File: src/common/link_mon_pkg.sv
package link_mon_pkg;
    // register offsets: printed offsets are not all multiples of four
    localparam logic [7:0] LINK_ERR_CTRL_IDX = 8'hB9;
    localparam logic [7:0] PARITY_CTRL_IDX = 8'hB6;
    localparam logic [7:0] LOCK_STATUS_IDX = 8'hC0;
    localparam logic [7:0] IRQ_STATUS_IDX = 8'hC1;
    localparam logic [7:0] IRQ_ENABLE_IDX = 8'hC2;
    localparam logic [7:0] IRQ_CLEAR_IDX = 8'hC3;
    localparam logic [7:0] ADAPT_WAIT_IDX = 8'hC4;
    localparam logic [7:0] LINK_ERR_CTRL_RST = 8'h03;
    localparam logic [7:0] PARITY_CTRL_RST = 8'h18;
    localparam logic [7:0] ADAPT_WAIT_RST = 8'h10;
    localparam int LIMIT_LSB = 0;
    localparam int COUNT_EN_BIT = 4;
    localparam int ADAPT_MASK_BIT = 5;
    localparam int IGN_LOSS_BIT = 3;
    localparam int IGN_LOCK_BIT = 4;
    localparam int RETAIN_BIT = 5;
    localparam logic [7:0] LINK_ERR_CTRL_WMASK = 8'h3F;
    localparam logic [7:0] PARITY_CTRL_WMASK = 8'h38;
    // interrupt bits: lock lost, lock gained, parity error
    localparam int IRQ_LOST_BIT = 0;
    localparam int IRQ_GAIN_BIT = 1;
    localparam int IRQ_PAR_BIT = 2;
    localparam int IRQ_W = 3;
    localparam logic [31:0] UNMAPPED_DATA = 32'h0000_0000;
endpackage : link_mon_pkg

File: src/design/link_error_lock_monitor.sv
`timescale 1ns/1ps
module link_error_lock_monitor (
    input wire logic pclk,
    input wire logic presetn,
    input wire logic psel,
    input wire logic penable,
    input wire logic pwrite,
    input wire logic [11:0] paddr,
    input wire logic [31:0] pwdata,
    output logic [31:0] prdata,
    output logic pready,
    output logic pslverr,
    input wire logic link_err_in,
    input wire logic parity_err_in,
    input wire logic cdr_lock_in,
    input wire logic equalizer_strobe_filter_update,
    output logic rx_lock,
    output logic irq
);
    // pin inputs, two-flop synchronisers
    logic [3:0] sync1_q;
    logic [3:0] sync2_q;
    logic link_err_s;
    logic par_err_s;
    logic cdr_lock_s;
    logic filt_upd_s;
    logic filt_upd_prev_q;

    always_ff @(posedge pclk or negedge presetn) begin
        if (!presetn) begin
            sync1_q <= 4'h0;
            sync2_q <= 4'h0;
            filt_upd_prev_q <= 1'b0;
        end else begin
            sync1_q <= {equalizer_strobe_filter_update, cdr_lock_in,
                        parity_err_in, link_err_in};
            sync2_q <= sync1_q;
            filt_upd_prev_q <= sync2_q[3];
        end
    end

    assign link_err_s = sync2_q[0];
    assign par_err_s = sync2_q[1];
    assign cdr_lock_s = sync2_q[2];
    assign filt_upd_s = sync2_q[3] && !filt_upd_prev_q;

    function automatic logic idx_hit(input logic [11:0] a,
                                     input logic [7:0] idx);
        idx_hit = (a == {2'b00, idx, 2'b00});
    endfunction : idx_hit

    // registers
    logic [7:0] ctrl_q, ctrl_d;
    logic [7:0] par_q, par_d;
    logic [7:0] wait_q, wait_d;
    localparam int IRQ_W_L = link_mon_pkg::IRQ_W;
    logic [IRQ_W_L-1:0] ien_q, ien_d;
    logic [IRQ_W_L-1:0] ists_q, ists_d;
    logic [31:0] prdata_d;
    logic pready_d, pslverr_d;
    logic [3:0] err_cnt_q, err_cnt_d;
    logic [7:0] par_cnt_q, par_cnt_d;
    logic [7:0] wait_cnt_q, wait_cnt_d;
    logic rx_lock_d, irq_d;
    logic wr_acc, rd_acc, mapped;
    logic err_hit, err_raw, par_loss, par_block;
    logic [IRQ_W_L-1:0] ev;

    assign wr_acc = psel && penable && pwrite && pready;
    assign rd_acc = psel && penable && !pwrite && !pready;
    assign mapped = idx_hit(paddr, link_mon_pkg::LINK_ERR_CTRL_IDX)
        || idx_hit(paddr, link_mon_pkg::PARITY_CTRL_IDX)
        || idx_hit(paddr, link_mon_pkg::LOCK_STATUS_IDX)
        || idx_hit(paddr, link_mon_pkg::IRQ_STATUS_IDX)
        || idx_hit(paddr, link_mon_pkg::IRQ_ENABLE_IDX)
        || idx_hit(paddr, link_mon_pkg::IRQ_CLEAR_IDX)
        || idx_hit(paddr, link_mon_pkg::ADAPT_WAIT_IDX);

    // error qualification
    always_comb begin
        par_loss = par_err_s && !par_q[link_mon_pkg::IGN_LOSS_BIT];
        par_block = par_err_s && !par_q[link_mon_pkg::IGN_LOCK_BIT];
        err_raw = link_err_s || par_loss;
        err_hit = err_raw && !(ctrl_q[link_mon_pkg::ADAPT_MASK_BIT]
                  && wait_cnt_q != 8'h00);
    end

    // lock and counters
    always_comb begin
        err_cnt_d = err_cnt_q;
        rx_lock_d = rx_lock;
        par_cnt_d = par_cnt_q;
        wait_cnt_d = wait_cnt_q;
        if (filt_upd_s) begin
            wait_cnt_d = wait_q;
        end else if (wait_cnt_q != 8'h00) begin
            wait_cnt_d = wait_cnt_q - 8'h01;
        end
        if (!rx_lock) begin
            err_cnt_d = 4'h0;
            rx_lock_d = cdr_lock_s && !par_block;
        end else if (!cdr_lock_s) begin
            rx_lock_d = 1'b0;
        end else if (!ctrl_q[link_mon_pkg::COUNT_EN_BIT]) begin
            err_cnt_d = 4'h0;
            if (err_hit) begin
                rx_lock_d = 1'b0;
            end
        end else if (err_hit) begin
            err_cnt_d = err_cnt_q + 4'h1;
            if (err_cnt_q + 4'h1 >= ctrl_q[3:0]) begin
                rx_lock_d = 1'b0;
            end
        end
        if (par_err_s && par_cnt_q != 8'hFF) begin
            par_cnt_d = par_cnt_q + 8'h01;
        end
        if (!rx_lock && !par_q[link_mon_pkg::RETAIN_BIT]) begin
            par_cnt_d = 8'h00;
        end
    end

    // events, bus
    always_comb begin
        ev = '0;
        ev[link_mon_pkg::IRQ_LOST_BIT] = rx_lock && !rx_lock_d;
        ev[link_mon_pkg::IRQ_GAIN_BIT] = !rx_lock && rx_lock_d;
        ev[link_mon_pkg::IRQ_PAR_BIT] = par_err_s;
        ctrl_d = ctrl_q;
        par_d = par_q;
        wait_d = wait_q;
        ien_d = ien_q;
        ists_d = ists_q;
        prdata_d = prdata;
        pready_d = psel && penable && !pready;
        pslverr_d = psel && penable && !pready && !mapped;
        if (wr_acc) begin
            if (idx_hit(paddr, link_mon_pkg::LINK_ERR_CTRL_IDX)) begin
                ctrl_d = pwdata[7:0] & link_mon_pkg::LINK_ERR_CTRL_WMASK;
            end
            if (idx_hit(paddr, link_mon_pkg::PARITY_CTRL_IDX)) begin
                par_d = pwdata[7:0] & link_mon_pkg::PARITY_CTRL_WMASK;
            end
            if (idx_hit(paddr, link_mon_pkg::ADAPT_WAIT_IDX)) begin
                wait_d = pwdata[7:0];
            end
            if (idx_hit(paddr, link_mon_pkg::IRQ_ENABLE_IDX)) begin
                ien_d = pwdata[IRQ_W_L-1:0];
            end
            if (idx_hit(paddr, link_mon_pkg::IRQ_CLEAR_IDX)) begin
                ists_d = ists_q & ~pwdata[IRQ_W_L-1:0];
            end
        end
        ists_d = ists_d | ev;
        if (rd_acc) begin
            prdata_d = link_mon_pkg::UNMAPPED_DATA;
            if (idx_hit(paddr, link_mon_pkg::LINK_ERR_CTRL_IDX)) begin
                prdata_d = {24'h0, ctrl_q};
            end
            if (idx_hit(paddr, link_mon_pkg::PARITY_CTRL_IDX)) begin
                prdata_d = {24'h0, par_q};
            end
            if (idx_hit(paddr, link_mon_pkg::LOCK_STATUS_IDX)) begin
                prdata_d = {15'h0, rx_lock, par_cnt_q, 4'h0, err_cnt_q};
            end
            if (idx_hit(paddr, link_mon_pkg::IRQ_STATUS_IDX)) begin
                prdata_d = {29'h0, ists_q};
            end
            if (idx_hit(paddr, link_mon_pkg::IRQ_ENABLE_IDX)) begin
                prdata_d = {29'h0, ien_q};
            end
            if (idx_hit(paddr, link_mon_pkg::ADAPT_WAIT_IDX)) begin
                prdata_d = {24'h0, wait_q};
            end
        end
        irq_d = |(ists_d & ien_d);
    end

    always_ff @(posedge pclk or negedge presetn) begin
        if (!presetn) begin
            ctrl_q <= link_mon_pkg::LINK_ERR_CTRL_RST;
            par_q <= link_mon_pkg::PARITY_CTRL_RST;
            wait_q <= link_mon_pkg::ADAPT_WAIT_RST;
            ien_q <= '0;
            ists_q <= '0;
            prdata <= 32'h0000_0000;
            pready <= 1'b0;
            pslverr <= 1'b0;
            err_cnt_q <= 4'h0;
            par_cnt_q <= 8'h00;
            wait_cnt_q <= 8'h00;
            rx_lock <= 1'b0;
            irq <= 1'b0;
        end else begin
            ctrl_q <= ctrl_d;
            par_q <= par_d;
            wait_q <= wait_d;
            ien_q <= ien_d;
            ists_q <= ists_d;
            prdata <= prdata_d;
            pready <= pready_d;
            pslverr <= pslverr_d;
            err_cnt_q <= err_cnt_d;
            par_cnt_q <= par_cnt_d;
            wait_cnt_q <= wait_cnt_d;
            rx_lock <= rx_lock_d;
            irq <= irq_d;
        end
    end

    // bus, register, interrupt and error qualification checks
    pready_pulse_a: assert property (
        @(posedge pclk) disable iff (!presetn) pready |=> !pready)
        else $error("ready held longer than one cycle");
    pready_answer_a: assert property (
        @(posedge pclk) disable iff (!presetn)
        psel && penable && !pready |=> pready)
        else $error("access phase not answered");
    slverr_ready_a: assert property (
        @(posedge pclk) disable iff (!presetn) pslverr |-> pready)
        else $error("error flag without ready");
    unmapped_err_a: assert property (
        @(posedge pclk) disable iff (!presetn)
        psel && penable && !pready && !mapped |=> pslverr)
        else $error("unmapped access not refused");
    unmapped_data_a: assert property (
        @(posedge pclk) disable iff (!presetn)
        rd_acc && !mapped |=> prdata == link_mon_pkg::UNMAPPED_DATA)
        else $error("unmapped read returned data");
    irq_level_a: assert property (
        @(posedge pclk) disable iff (!presetn) irq == |(ists_q & ien_q))
        else $error("interrupt level wrong");
    lost_sticky_a: assert property (
        @(posedge pclk) disable iff (!presetn)
        ev[link_mon_pkg::IRQ_LOST_BIT]
        |=> ists_q[link_mon_pkg::IRQ_LOST_BIT])
        else $error("lock lost event not kept");
    reserved_zero_a: assert property (
        @(posedge pclk) disable iff (!presetn)
        ctrl_q[7:6] == 2'b00 && par_q[7:6] == 2'b00 && par_q[2:0] == 3'b000)
        else $error("reserved control bits set");

    first_error_drop_a: assert property (@(posedge pclk) disable iff (!presetn)
        rx_lock && cdr_lock_s && !ctrl_q[4] && err_hit |=> !rx_lock)
        else $error("lock kept after error with counting off");
    limit_drop_a: assert property (@(posedge pclk) disable iff (!presetn)
        rx_lock && cdr_lock_s && ctrl_q[4] && err_hit
        && (err_cnt_q + 4'h1 >= ctrl_q[3:0]) |=> !rx_lock)
        else $error("lock kept at error limit");
    below_limit_a: assert property (@(posedge pclk) disable iff (!presetn)
        rx_lock && cdr_lock_s && ctrl_q[4] && err_hit
        && (err_cnt_q + 4'h1 < ctrl_q[3:0]) |=> rx_lock)
        else $error("lock dropped below limit");
    wait_mask_a: assert property (@(posedge pclk) disable iff (!presetn)
        ctrl_q[5] && wait_cnt_q != 8'h00 && !par_err_s |-> !err_hit)
        else $error("error seen in masked wait window");
    wait_unmask_a: assert property (@(posedge pclk) disable iff (!presetn)
        !ctrl_q[5] && link_err_s |-> err_hit)
        else $error("error lost with mask clear");
    par_lock_a: assert property (@(posedge pclk) disable iff (!presetn)
        !rx_lock && par_err_s && !par_q[4] |=> !rx_lock)
        else $error("lock gained despite parity error");
    par_loss_a: assert property (@(posedge pclk) disable iff (!presetn)
        par_q[3] && !link_err_s |-> !err_raw)
        else $error("ignored parity counted for loss");
    par_clear_a: assert property (@(posedge pclk) disable iff (!presetn)
        !rx_lock && !par_q[5] |=> par_cnt_q == 8'h00)
        else $error("parity count kept while unlocked");
    cnt_clear_a: assert property (@(posedge pclk) disable iff (!presetn)
        $rose(rx_lock) |-> err_cnt_q == 4'h0)
        else $error("count not empty at new lock");
    err_watch_a: assert property (@(posedge pclk) disable iff (!presetn)
        link_err_s && !(ctrl_q[5] && wait_cnt_q != 8'h00) |-> err_hit)
        else $error("link error not watched");

    // lock and counter checks
    lock_gain_a: assert property (
        @(posedge pclk) disable iff (!presetn)
        !rx_lock && cdr_lock_s && !par_block |=> rx_lock)
        else $error("lock not gained");
    cdr_loss_a: assert property (
        @(posedge pclk) disable iff (!presetn)
        rx_lock && !cdr_lock_s |=> !rx_lock)
        else $error("lock kept without raw lock");
    count_step_a: assert property (
        @(posedge pclk) disable iff (!presetn)
        rx_lock && cdr_lock_s && ctrl_q[link_mon_pkg::COUNT_EN_BIT]
        && err_hit |=> err_cnt_q == $past(err_cnt_q) + 4'h1)
        else $error("error not counted");
    count_off_a: assert property (
        @(posedge pclk) disable iff (!presetn)
        rx_lock && cdr_lock_s && !ctrl_q[link_mon_pkg::COUNT_EN_BIT]
        |=> err_cnt_q == 4'h0)
        else $error("count kept with counting off");
    wait_load_a: assert property (
        @(posedge pclk) disable iff (!presetn)
        filt_upd_s |=> wait_cnt_q == $past(wait_q))
        else $error("wait window not started");
    retain_keep_a: assert property (
        @(posedge pclk) disable iff (!presetn)
        !rx_lock && par_q[link_mon_pkg::RETAIN_BIT] && !par_err_s
        |=> par_cnt_q == $past(par_cnt_q))
        else $error("parity count not retained");
    par_sat_a: assert property (
        @(posedge pclk) disable iff (!presetn)
        par_cnt_q == 8'hFF && rx_lock |=> par_cnt_q == 8'hFF)
        else $error("parity count wrapped");
endmodule : link_error_lock_monitor

File: config.mk
export PLATFORM = sky130hd
export DESIGN_NAME = link_error_lock_monitor
export DESIGN_NICKNAME = d
export VERILOG_FILES = /design/src/common/link_mon_pkg.sv /design/src/design/link_error_lock_monitor.sv
export SDC_FILE = /design/constraint.sdc
export NUM_CORES = 1
export LEC_CHECK = 0
export ABC_AREA = 1
export ABC_CLOCK_PERIOD_IN_PS = 2800
export BUFFER_PORTS_ARGS = -buffer_cell sky130_fd_sc_hd__buf_2
export CORE_UTILIZATION = 58
export CTS_BUF_LIST = sky130_fd_sc_hd__clkbuf_16
export DETAILED_ROUTE_END_ITERATION = 8
export GPL_ROUTABILITY_DRIVEN = 0
export PLACE_DENSITY = 0.85
export REMOVE_ABC_BUFFERS = 1
export SYNTH_ARGS = -nofsm -noshare
export SYNTH_HDL_FRONTEND = slang
export SYNTH_SLANG_ARGS = --single-unit
File: constraint.sdc
create_clock -name pclk -period 2.8 [get_ports pclk]
set_input_delay 0.42 -clock pclk [delete_from_list [all_inputs] [get_ports pclk]]
set_output_delay 0.42 -clock pclk [all_outputs]
set_load 0.1 [all_outputs]
=== Yosys cells after proc, flatten, opt, wreduce, memory -nomap -nowiden ===
Index checks and enable logic that the tools add are counted.

* Register bits after elaboration: 88
* Bits of input ports: 53
* Logic and storage cells: 101

* $add $sub $neg: 3
* Magnitude comparators: 1
* Eq/ne operators: 10
* Muxes and demuxes: 24
* Bitwise logic cells: 4
* Reduce and logical (&&, ||, !) cells: 43

{| class="wikitable"
|+ Operator list
! operator !! number
|-
| $mux W32 || 5
|-
| $eq A12 B10 Y1 const B || 7
|-
| $mux W8 || 4
|-
| $logic_and A1 B1 Y1 || 17
|-
| $mux W4 || 4
|-
| $mux W3 || 4
|-
| $logic_not A1 Y1 || 11
|-
| $add A8 B1 Y8 const B || 1
|-
| $ne A8 B8 Y1 const B || 1
|-
| $reduce_and A2 Y1 || 4
|-
| $reduce_bool A8 Y1 || 1
|-
| $sub A8 B1 Y8 const B || 1
|-
| $logic_or A1 B1 Y1 || 7
|-
| $and A3 B3 Y3 || 2
|-
| $mux W1 || 6
|-
| $mux W6 || 1
|-
| $add A4 B1 Y4 const B || 1
|-
| $ge A4 B4 Y1 || 1
|-
| $reduce_bool A2 Y1 || 2
|-
| $ne A3 B2 Y1 const B || 1
|-
| $not A3 Y3 || 1
|-
| $or A3 B3 Y3 || 1
|-
| $reduce_or A3 Y1 || 1
|-
| $ne A2 B1 Y1 const B || 1
|}

=== Logic depth before layout (Yosys ltp) ===
Gate-level depths: netlist of run 1.

* Depth after elaboration: 13
* Mapped depth: 14

=== Least setup slack after synthesis of run 1 ===
No wires, ideal clock.

* Path type: register -> register
* Start point: reg pready
* End point: reg ctrl_q[2]
* Data arrival time: 1847 ps
* Required time: 2680 ps
* Path slack: 833 ps
* Stages on the path, launching flop included: 7
* Buffers on the path: 1
* Path through: dfrtp_1 -> nand4_1 -> inv_1 -> nand4_2 -> buf_4 -> nand2_1 -> o21ai_2

* Longest elaborated chain between the ends: 2

{| class="wikitable"
|+ RTL lines
! what !! RTL line !! source
|-
| start, declared || link_error_lock_monitor.sv:11 || <nowiki>output logic pready,</nowiki>
|-
| start signal, assigned || link_error_lock_monitor.sv:201 || <nowiki>pready <= pready_d;</nowiki>
|-
| $logic_and A1 B1 Y1 || link_error_lock_monitor.sv:69 || <nowiki>assign wr_acc = psel && penable && pwrite && pready;</nowiki>
|-
| $reduce_and A2 Y1 (no source line) || n/a ||
|-
| end signal, assigned || link_error_lock_monitor.sv:181 || <nowiki>ctrl_q <= link_mon_pkg::LINK_ERR_CTRL_RST;</nowiki>
|-
| end signal, assigned || link_error_lock_monitor.sv:195 || <nowiki>ctrl_q <= ctrl_d;</nowiki>
|-
| end, declared || link_error_lock_monitor.sv:53 || <nowiki>logic [7:0] ctrl_q, ctrl_d;</nowiki>
|}

No other way between the ends.
A chain may end at the register's enable or synchronous reset.

=== Final worst setup path of run 1 ===
* Start point: reg err_cnt_q[0]
* End point: reg irq

* Longest elaborated chain between the ends: 12

{| class="wikitable"
|+ RTL lines
! what !! RTL line !! source
|-
| start, declared || link_error_lock_monitor.sv:61 || <nowiki>logic [3:0] err_cnt_q, err_cnt_d;</nowiki>
|-
| start signal, assigned || link_error_lock_monitor.sv:203 || <nowiki>err_cnt_q <= err_cnt_d;</nowiki>
|-
| $add A4 B1 Y4 || link_error_lock_monitor.sv:111 || <nowiki>if (err_cnt_q + 4'h1 >= ctrl_q[3:0]) begin</nowiki>
|-
| $ge A4 B4 Y1 || link_error_lock_monitor.sv:111 ||
|-
| $mux W1 || link_error_lock_monitor.sv:111 ||
|-
| $mux W1 || link_error_lock_monitor.sv:109 || <nowiki>end else if (err_hit) begin</nowiki>
|-
| $mux W1 || link_error_lock_monitor.sv:104 || <nowiki>end else if (!ctrl_q[link_mon_pkg::COUNT_EN_BIT]) begin</nowiki>
|-
| $mux W1 || link_error_lock_monitor.sv:102 || <nowiki>end else if (!cdr_lock_s) begin</nowiki>
|-
| $mux W1 || link_error_lock_monitor.sv:99 || <nowiki>if (!rx_lock) begin</nowiki>
|-
| $logic_not A1 Y1 || link_error_lock_monitor.sv:126 || <nowiki>ev[link_mon_pkg::IRQ_LOST_BIT] = rx_lock && !rx_lock_d;</nowiki>
|-
| $logic_and A1 B1 Y1 || link_error_lock_monitor.sv:126 ||
|-
| $or A3 B3 Y3 || link_error_lock_monitor.sv:154 || <nowiki>ists_d = ists_d | ev;</nowiki>
|-
| via ists_d[0] || link_error_lock_monitor.sv:58 || <nowiki>logic [IRQ_W_L-1:0] ists_q, ists_d;</nowiki>
|-
| $and A3 B3 Y3 || link_error_lock_monitor.sv:176 || <nowiki>irq_d = |(ists_d & ien_d);</nowiki>
|-
| $reduce_or A3 Y1 || link_error_lock_monitor.sv:176 ||
|-
| via irq_d || link_error_lock_monitor.sv:64 || <nowiki>logic rx_lock_d, irq_d;</nowiki>
|-
| end signal, assigned || link_error_lock_monitor.sv:207 || <nowiki>irq <= irq_d;</nowiki>
|-
| end, declared || link_error_lock_monitor.sv:18 || <nowiki>output logic irq</nowiki>
|}

The timed path passes the listed nets, and every way through them passes these cells.

==> results of run 1 <==
per-layer routing:
| layer | global-route usage, % | part of all wire, % | vias up | wire, µm |
|---|---|---|---|---|
| met3 | 5.90 | 5.6 | 26 | 460 |
| met1 | 34.2 | 42 | 1517 | 3450 |
| met4 | 13.4 | 2.7 | 0 | 220 |
| met5 | 0 | 0 | - | 0 |
| li1 | - | - | 1501 | - |
| met2 | 43.7 | 50 | 118 | 4120 |
sequential cells by signal, summed over array words and instances (netlist names):
signal,cells
pready,1
sync2_q,4
par_cnt_q,8
wait_cnt_q,8
filt_upd_prev_q,1
sync1_q,4
ists_q,3
err_cnt_q,4
wait_q,8
rx_lock,1
ien_q,3
irq,1
prdata,17
par_q,3
pslverr,1
ctrl_q,6
cells in the final DEF, fill, tap and decap left out, drive strengths merged:
| cell type | Yosys | layout |
|---|---|---|
| nand2 | 97 | 97 |
| dfrtp | 68 | 68 |
| inv | 60 | 61 |
| buf | 18 | 51 |
| o21ai | 40 | 40 |
| nor2 | 37 | 37 |
| nand3 | 27 | 27 |
| conb | 1 | 15 |
| nand4 | 15 | 15 |
| o31ai | 11 | 11 |
| nor3 | 10 | 10 |
| clkbuf | 1 | 9 |
| ha | 8 | 8 |
| xnor2 | 5 | 5 |
| xor2 | 5 | 5 |
| a21oi | 5 | 5 |
| dfstp | 5 | 5 |
| clkinv | 1 | 5 |
| o22ai | 4 | 4 |
| o211ai | 2 | 2 |
| mux2 | 2 | 2 |
| nor4 | 2 | 2 |
| o21bai | 1 | 1 |
| o21a | 1 | 1 |
| nor3b | 1 | 1 |
| a22o | 1 | 1 |
| a22oi | 1 | 1 |
| o221ai | 1 | 1 |
| clkinvlp | 0 | 1 |
| bufinv | 0 | 1 |
per-stage QoR:
stage | utilization (%) | setup WS, ns | power, mW | cell area [µm²]
CTS | 69.1 | 0.684 | 2.86 | 4360
detailed placement | 64.4 | 0.752 | 1.74 | 4070
finish | 69.1 | 0.689 | 2.86 | 4360
global route | 69.1 | 0.532 | 2.98 | 4360
global placement | 64.4 | 0.864 | 1.72 | 4070
floorplan | - | 0.643 | 1.61 | 3700
power by group through the flow:
stage          logic, mW  registers, mW  clock network (mW)
2_1_floorplan      0.352           1.26                   0
3_3_place_gp       0.530           1.19                   0
3_5_place_dp       0.551           1.19                   0
4_1_cts            0.555           1.17                1.13
5_1_grt            0.613           1.18                1.18
6_report           0.556           1.17                1.13
cells by family (layout without fill, tap and decap cells):
kind of cell / after synthesis / count (layout)
buffers and inverters: 80 / 128
AOI/OAI and AO/OA: 67 / 67
other: 1 / 15
adders and majority gates: 8 / 8
DFF: 73 / 73
and+or+nand+nor: 189 / 189
xor gates and xnor gates: 10 / 10
muxes: 2 / 2
cell usage after synthesis (all sizes together):
cell type / instances
xor2: 5
a21oi: 5
nor4: 2
clkinv: 1
o31ai: 11
o21bai: 1
buf: 18
dfstp: 5
nand4: 15
nor3: 10
o21ai: 40
mux2: 2
nand3: 27
o22ai: 4
conb: 1
ha: 8
dfrtp: 68
inv: 60
nor3b: 1
o221ai: 1
nand2: 97
o21a: 1
a22o: 1
nor2: 37
o211ai: 2
xnor2: 5
clkbuf: 1
a22oi: 1
layout make-up:
class                      count  area [µm²]
clock buffer                   9         225
timing repair buffer          51         273
clock inverter                 7        72.6
multi-input combinational    291        1630
fill                         503        1950
tap                           77        96.3
inverter                      61         230
sequential                    73        1830
worst max-delay path, cell delays in order, from the launching register on:
cell,delay (ns)
dfrtp_1,0.45
ha_1,0.24
xnor2_1,0.18
inv_1,0.07
ha_1,0.27
nand2_1,0.06
inv_1,0.05
nand3_1,0.07
nand3_1,0.08
o21ai_1,0.14
nand2_1,0.09
nand2_1,0.08
nand2_1,0.08
nand2_1,0.08
nand2_1,0.06
worst paths after layout:
check	start	to	depth (start not counted)
min	presetn	prdata[8]	1
max reg2reg	err_cnt_q[0]	irq	14
max in group asynchronous	presetn	ctrl_q[0]	2
min reg2reg	sync1_q[2]	sync2_q[2]	0
max	err_cnt_q[0]	irq	14
min in group pclk	parity_err_in	sync1_q[1]	1
==> impl_metrics.toml, run 1 <==
[timing]
max_freq_mhz = 474
slew_headroom_pct = 57.0
layout_min_cycle_time_ns = 2.11
holdWs_ns = 0.109
tightest_slew_ns = 0.644
period_share_pct = 75.4
setup_tns_ns = 0
clock_skew_ns = 0.00910
maxSlewViolCount = 0
hold_viol_final = 0
setup_violations = 0
rsz0062_at_grt = "no"

[final_layout]
num_antenna_cells = 0
syn2layout_area_growth_pct = 15.3
drive_gt1_share_pct = 21.5
final_nets = 548
layoutNonFillerInstCount = 569

[die]
dieArea_mm2 = 0.00685
io_pins = 89
rows = 29
die_h_um = 82.8
initial_core_util_pct = 59.9
core_region_area_mm2 = 0.00631
die_x_um = 82.8

[clock_tree]
path_clk_slew_ns = 0.06
cts_sinks = 73
cts_buffers = 9
cts_resized = 0
clock_path_buffers = 2
clk_latency_ns = 0.34
holdBufCountCts = 0
cts_tree = "yes"
cts-root-buf = "clkbuf_16"
cts_max_level = 3
postCtsSetupBuffers = 0

[worst_setup_path]
cp-end-kind = "flip-flop"
critPathArrivalTime_ns = 2.33
crit_path_start_kind = "flip-flop"
required_ns = 3.02
path_class = "flip-flop to flip-flop"
path_max_fanout = 6
reg2reg_slack_ns = 0.69

[yosys]
synth_top_cell_area_share_pct = 45.0
synthAdderAreaFrac_pct = 2.64
yosysWarnings = 0
ys_top_cells_by_area = "dfrtp_1, nand2_1, inv_1"
avgSynthCellArea_um2 = 8.80
synth-seq-area-share_pct = 48.4
synth_mux_area_share_pct = 0.793
synth-compound-area-share_pct = 11.5
synth_area_mm2 = 0.00378
synth_simple_gate_area_share_pct = 24.4
synth_cells = 430
synth_top_family_by_area = "simple AND/OR/NAND/NOR gates"
ys_ff_latch = 73
yosysTopAreaCell = "dfrtp_1"
synth.distinct_cells = 43
synthXorXnorAreaFrac_pct = 2.31

[route]
drtIter0Drc = 346
drc = 0
vias_per_cell = 5.56
wirelength_um = 8250
vias = 3162
detail_route.first_pass.iterations = 7
ant_nets = 0
routedWlPerCell_um = 14.5

[pwr]
power.leakage_nw = 2.20
swShare_pct = 31.3
p_per_area_mw_per_mm2 = 656
vdd_ir_drop_max_v = 0.000575
p_int_mw = 1.97
p_seq_share_pct = 41.0
clkPwrFrac_pct = 39.6
power_frac_comb_pct = 19.4
switchingPower_mw = 0.896

[job]
drv_cap = 0

[place]
dp_hpwl_um = 5950
dpl.cell_count = 553
io_buffer_count = 49

[min_path]
worstHoldPathType = "primary input to async pin"

[global_routing]
grt_usage_pct = 27.0
grt_pass1_wl_um = 13400
grt_pass1_vias = 2962
grt_remaining_overflow = 0
grt_max_degree = 47
antenna_found_initial = 0

[status]
status = "finished, final reports clean"
(Power assumes the default switching activity.)
==> run 2, diff against run 1 <==
- ABC_CLOCK_PERIOD_IN_PS: 2800 -> 1800
- CORE_UTILIZATION: 58 -> 49
- PLACE_DENSITY: 0.85 -> 0.77
- clock period: 2.8 -> 1.8 ns (I/O delays scaled with it)
==> run 2 against run 1 <==
The run now ends with negative setup slack left. Clock power rose by 64%. Clock skew grew 0.0026 ns. Worst hold slack worse by 0.082 ns. Core utilization decreased by 7.1 points. Register-to-register slack lost 0.87 ns. Power is 59% higher. Combinational power up 56%. Global-route usage down 4.8 points. Cell count grew 6.3%. First-iteration DRC count down 35%. Critical endpoint unchanged.
==> impl_metrics.toml, run 2 (synthesis results as in run 1) <==
[clock_tree]
path_clk_slew_ns = 0.07
cts-root-buf = "clkbuf_16"
clock_path_buffers = 2
clk_latency_ns = 0.34
cts_buffers = 9
cts_tree = "yes"
cts_max_level = 3
cts_sinks = 73

[route]
detail_route.first_pass.iterations = 5
ant_nets = 0
drc = 0
drtIter0Drc = 226
routedWlPerCell_um = 14.0
wirelength_um = 8500
vias_per_cell = 5.21
vias = 3153

[place]
placed_cell_area_mm2 = 0.00417
io_buffer_count = 49
dp_hpwl_um = 6170
dpl.cell_count = 584

[global_routing]
grt_max_degree = 28
grt_remaining_overflow = 0
grt_pass1_wl_um = 14200
grt_usage_pct = 22.1
grt_pass1_vias = 3107
antenna_found_initial = 0

[pwr]
total_power_mw = 4.55
switchingPower_mw = 1.45
power_frac_comb_pct = 19.1
power.leakage_nw = 2.28
clkPwrFrac_pct = 40.6
p_per_area_mw_per_mm2 = 995
vdd_ir_drop_max_v = 0.000512
p_int_mw = 3.10
swShare_pct = 31.9
p_seq_share_pct = 40.2

[final_layout]
final_cell_mix = "nand2_1, dfrtp_1, inv_1"
drive_gt1_share_pct = 25.7
fillCellCount = 619
syn2layout_area_growth_pct = 20.8
largest_register_ffs = 17
mostFrequentLayoutCell = "nand2_1"
design_area_mm2 = 0.00457
num_antenna_cells = 0
layoutNonFillerInstCount = 605
top_register = "prdata"
final_nets = 562

[min_path]
worstHoldPathType = "primary input to flip-flop"

[die]
rows = 31
io_pins = 89
core_region_area_mm2 = 0.00737
die_h_um = 89.9
initial_core_util_pct = 51.4
dieArea_mm2 = 0.00808
die_x_um = 89.9

[timing]
maxSlewViolCount = 0
layout_min_cycle_time_ns = 1.98
max_freq_mhz = 504
tightest_slew_ns = 0.606
period_share_pct = 110
hold_viol_final = 0
setup_violations = 3
setup_tns_ns = -0.333
rsz0062_at_grt = "yes"
setup_ws_ns = -0.185
clock_skew_ns = 0.0117
slew_headroom_pct = 59.6

[worst_setup_path]
critPathArrivalTime_ns = 2.21
required_ns = 2.03
cp-end-kind = "flip-flop"
path_class = "flip-flop to flip-flop"
crit_path_start_kind = "flip-flop"
path_max_fanout = 3

[status]
violations = "negative setup slack"
status = "complete, but fails checks"

[job]
drv_cap = 0
## run 2: cell types whose count changed in the layout (fill, tap and decap cells not counted), moves of 2 or more
| cell | delta |
|---|---|
| a21oi_1 | -2 |
| a21oi_2 | +2 |
| buf_4 | +12 |
| ha_1 | -2 |
| inv_6 | +2 |
| nand2_1 | -3 |
| nand2_2 | +3 |
## run 2: power by group through the flow
stage	sequential, mW	clock [mW]	combinational (mW)
2_1_floorplan	1.96	0	0.548
3_3_place_gp	1.85	0	0.835
3_5_place_dp	1.85	0	0.860
4_1_cts	1.83	1.86	0.871
5_1_grt	1.84	1.95	0.950
6_report	1.83	1.85	0.870
## run 2: worst paths after layout
kind	start	endpoint	slack, ns	cells after the start
min in group asynchronous	presetn	wait_q[5]	0.48	2
setup reg to reg	err_cnt_q[0]	irq	-0.18	14
setup / recovery	err_cnt_q[0]	irq	-0.18	14
hold reg to reg	sync1_q[0]	sync2_q[0]	0.35	0
max in group asynchronous	presetn	pslverr	0.77	3
hold / removal	equalizer_strobe_filter_update	sync1_q[3]	0.03	1
## run 2: what timing repair did
item,4_1_cts,5_1_grt
buffers inserted,2,2
pin swaps,5,4
endpoints found under the hold margin,17,0
gates resized for setup,3,7
endpoints found under the setup margin,2,6
hold buffers,1,0
## run 2: cell type report
| class | instances | area [µm²] | share of cell area [%] |
|---|---|---|---|
| flip-flops and latches | 73 | 1830 | 40.1 |
| multi-input cells | 291 | 1680 | 36.8 |
| repair buffers | 65 | 393 | 8.60 |
| inverters | 61 | 230 | 5.04 |
| clock buffers | 9 | 225 | 4.93 |
| well taps | 99 | 124 | 2.71 |
| clock inverters | 7 | 85.1 | 1.86 |
## run 2: per-stage QoR
step	util, %	setup WS [ns]	hold slack, ns
floorplan	-	-0.357	-0.0256
global placement	56.6	-0.0499	0.302
detailed placement	56.6	-0.209	0.308
CTS	61.4	-0.179	0.0293
global route	62.0	-0.315	0.0196
finish	62.0	-0.185	0.0269
## run 2: per-layer routing
layer | wire length [µm] | global-route usage (%)
met5 | 0 | 0
met4 | 165 | 9.95
met3 | 322 | 4.06
met2 | 4350 | 37.1
met1 | 3660 | 28.1
## run 2: worst max-delay path, cell delays in order, from the launching register on
cell and delay [ns]:
dfrtp_1 0.40, ha_2 0.21, xnor2_2 0.16, inv_1 0.07, ha_1 0.27, nand2_1 0.07, inv_1 0.05, nand2_1 0.08
nand3_2 0.09, o21ai_2 0.12, nand2_1 0.09, nand2_2 0.09, nand2_2 0.06, nand2_1 0.06, nand2_1 0.05
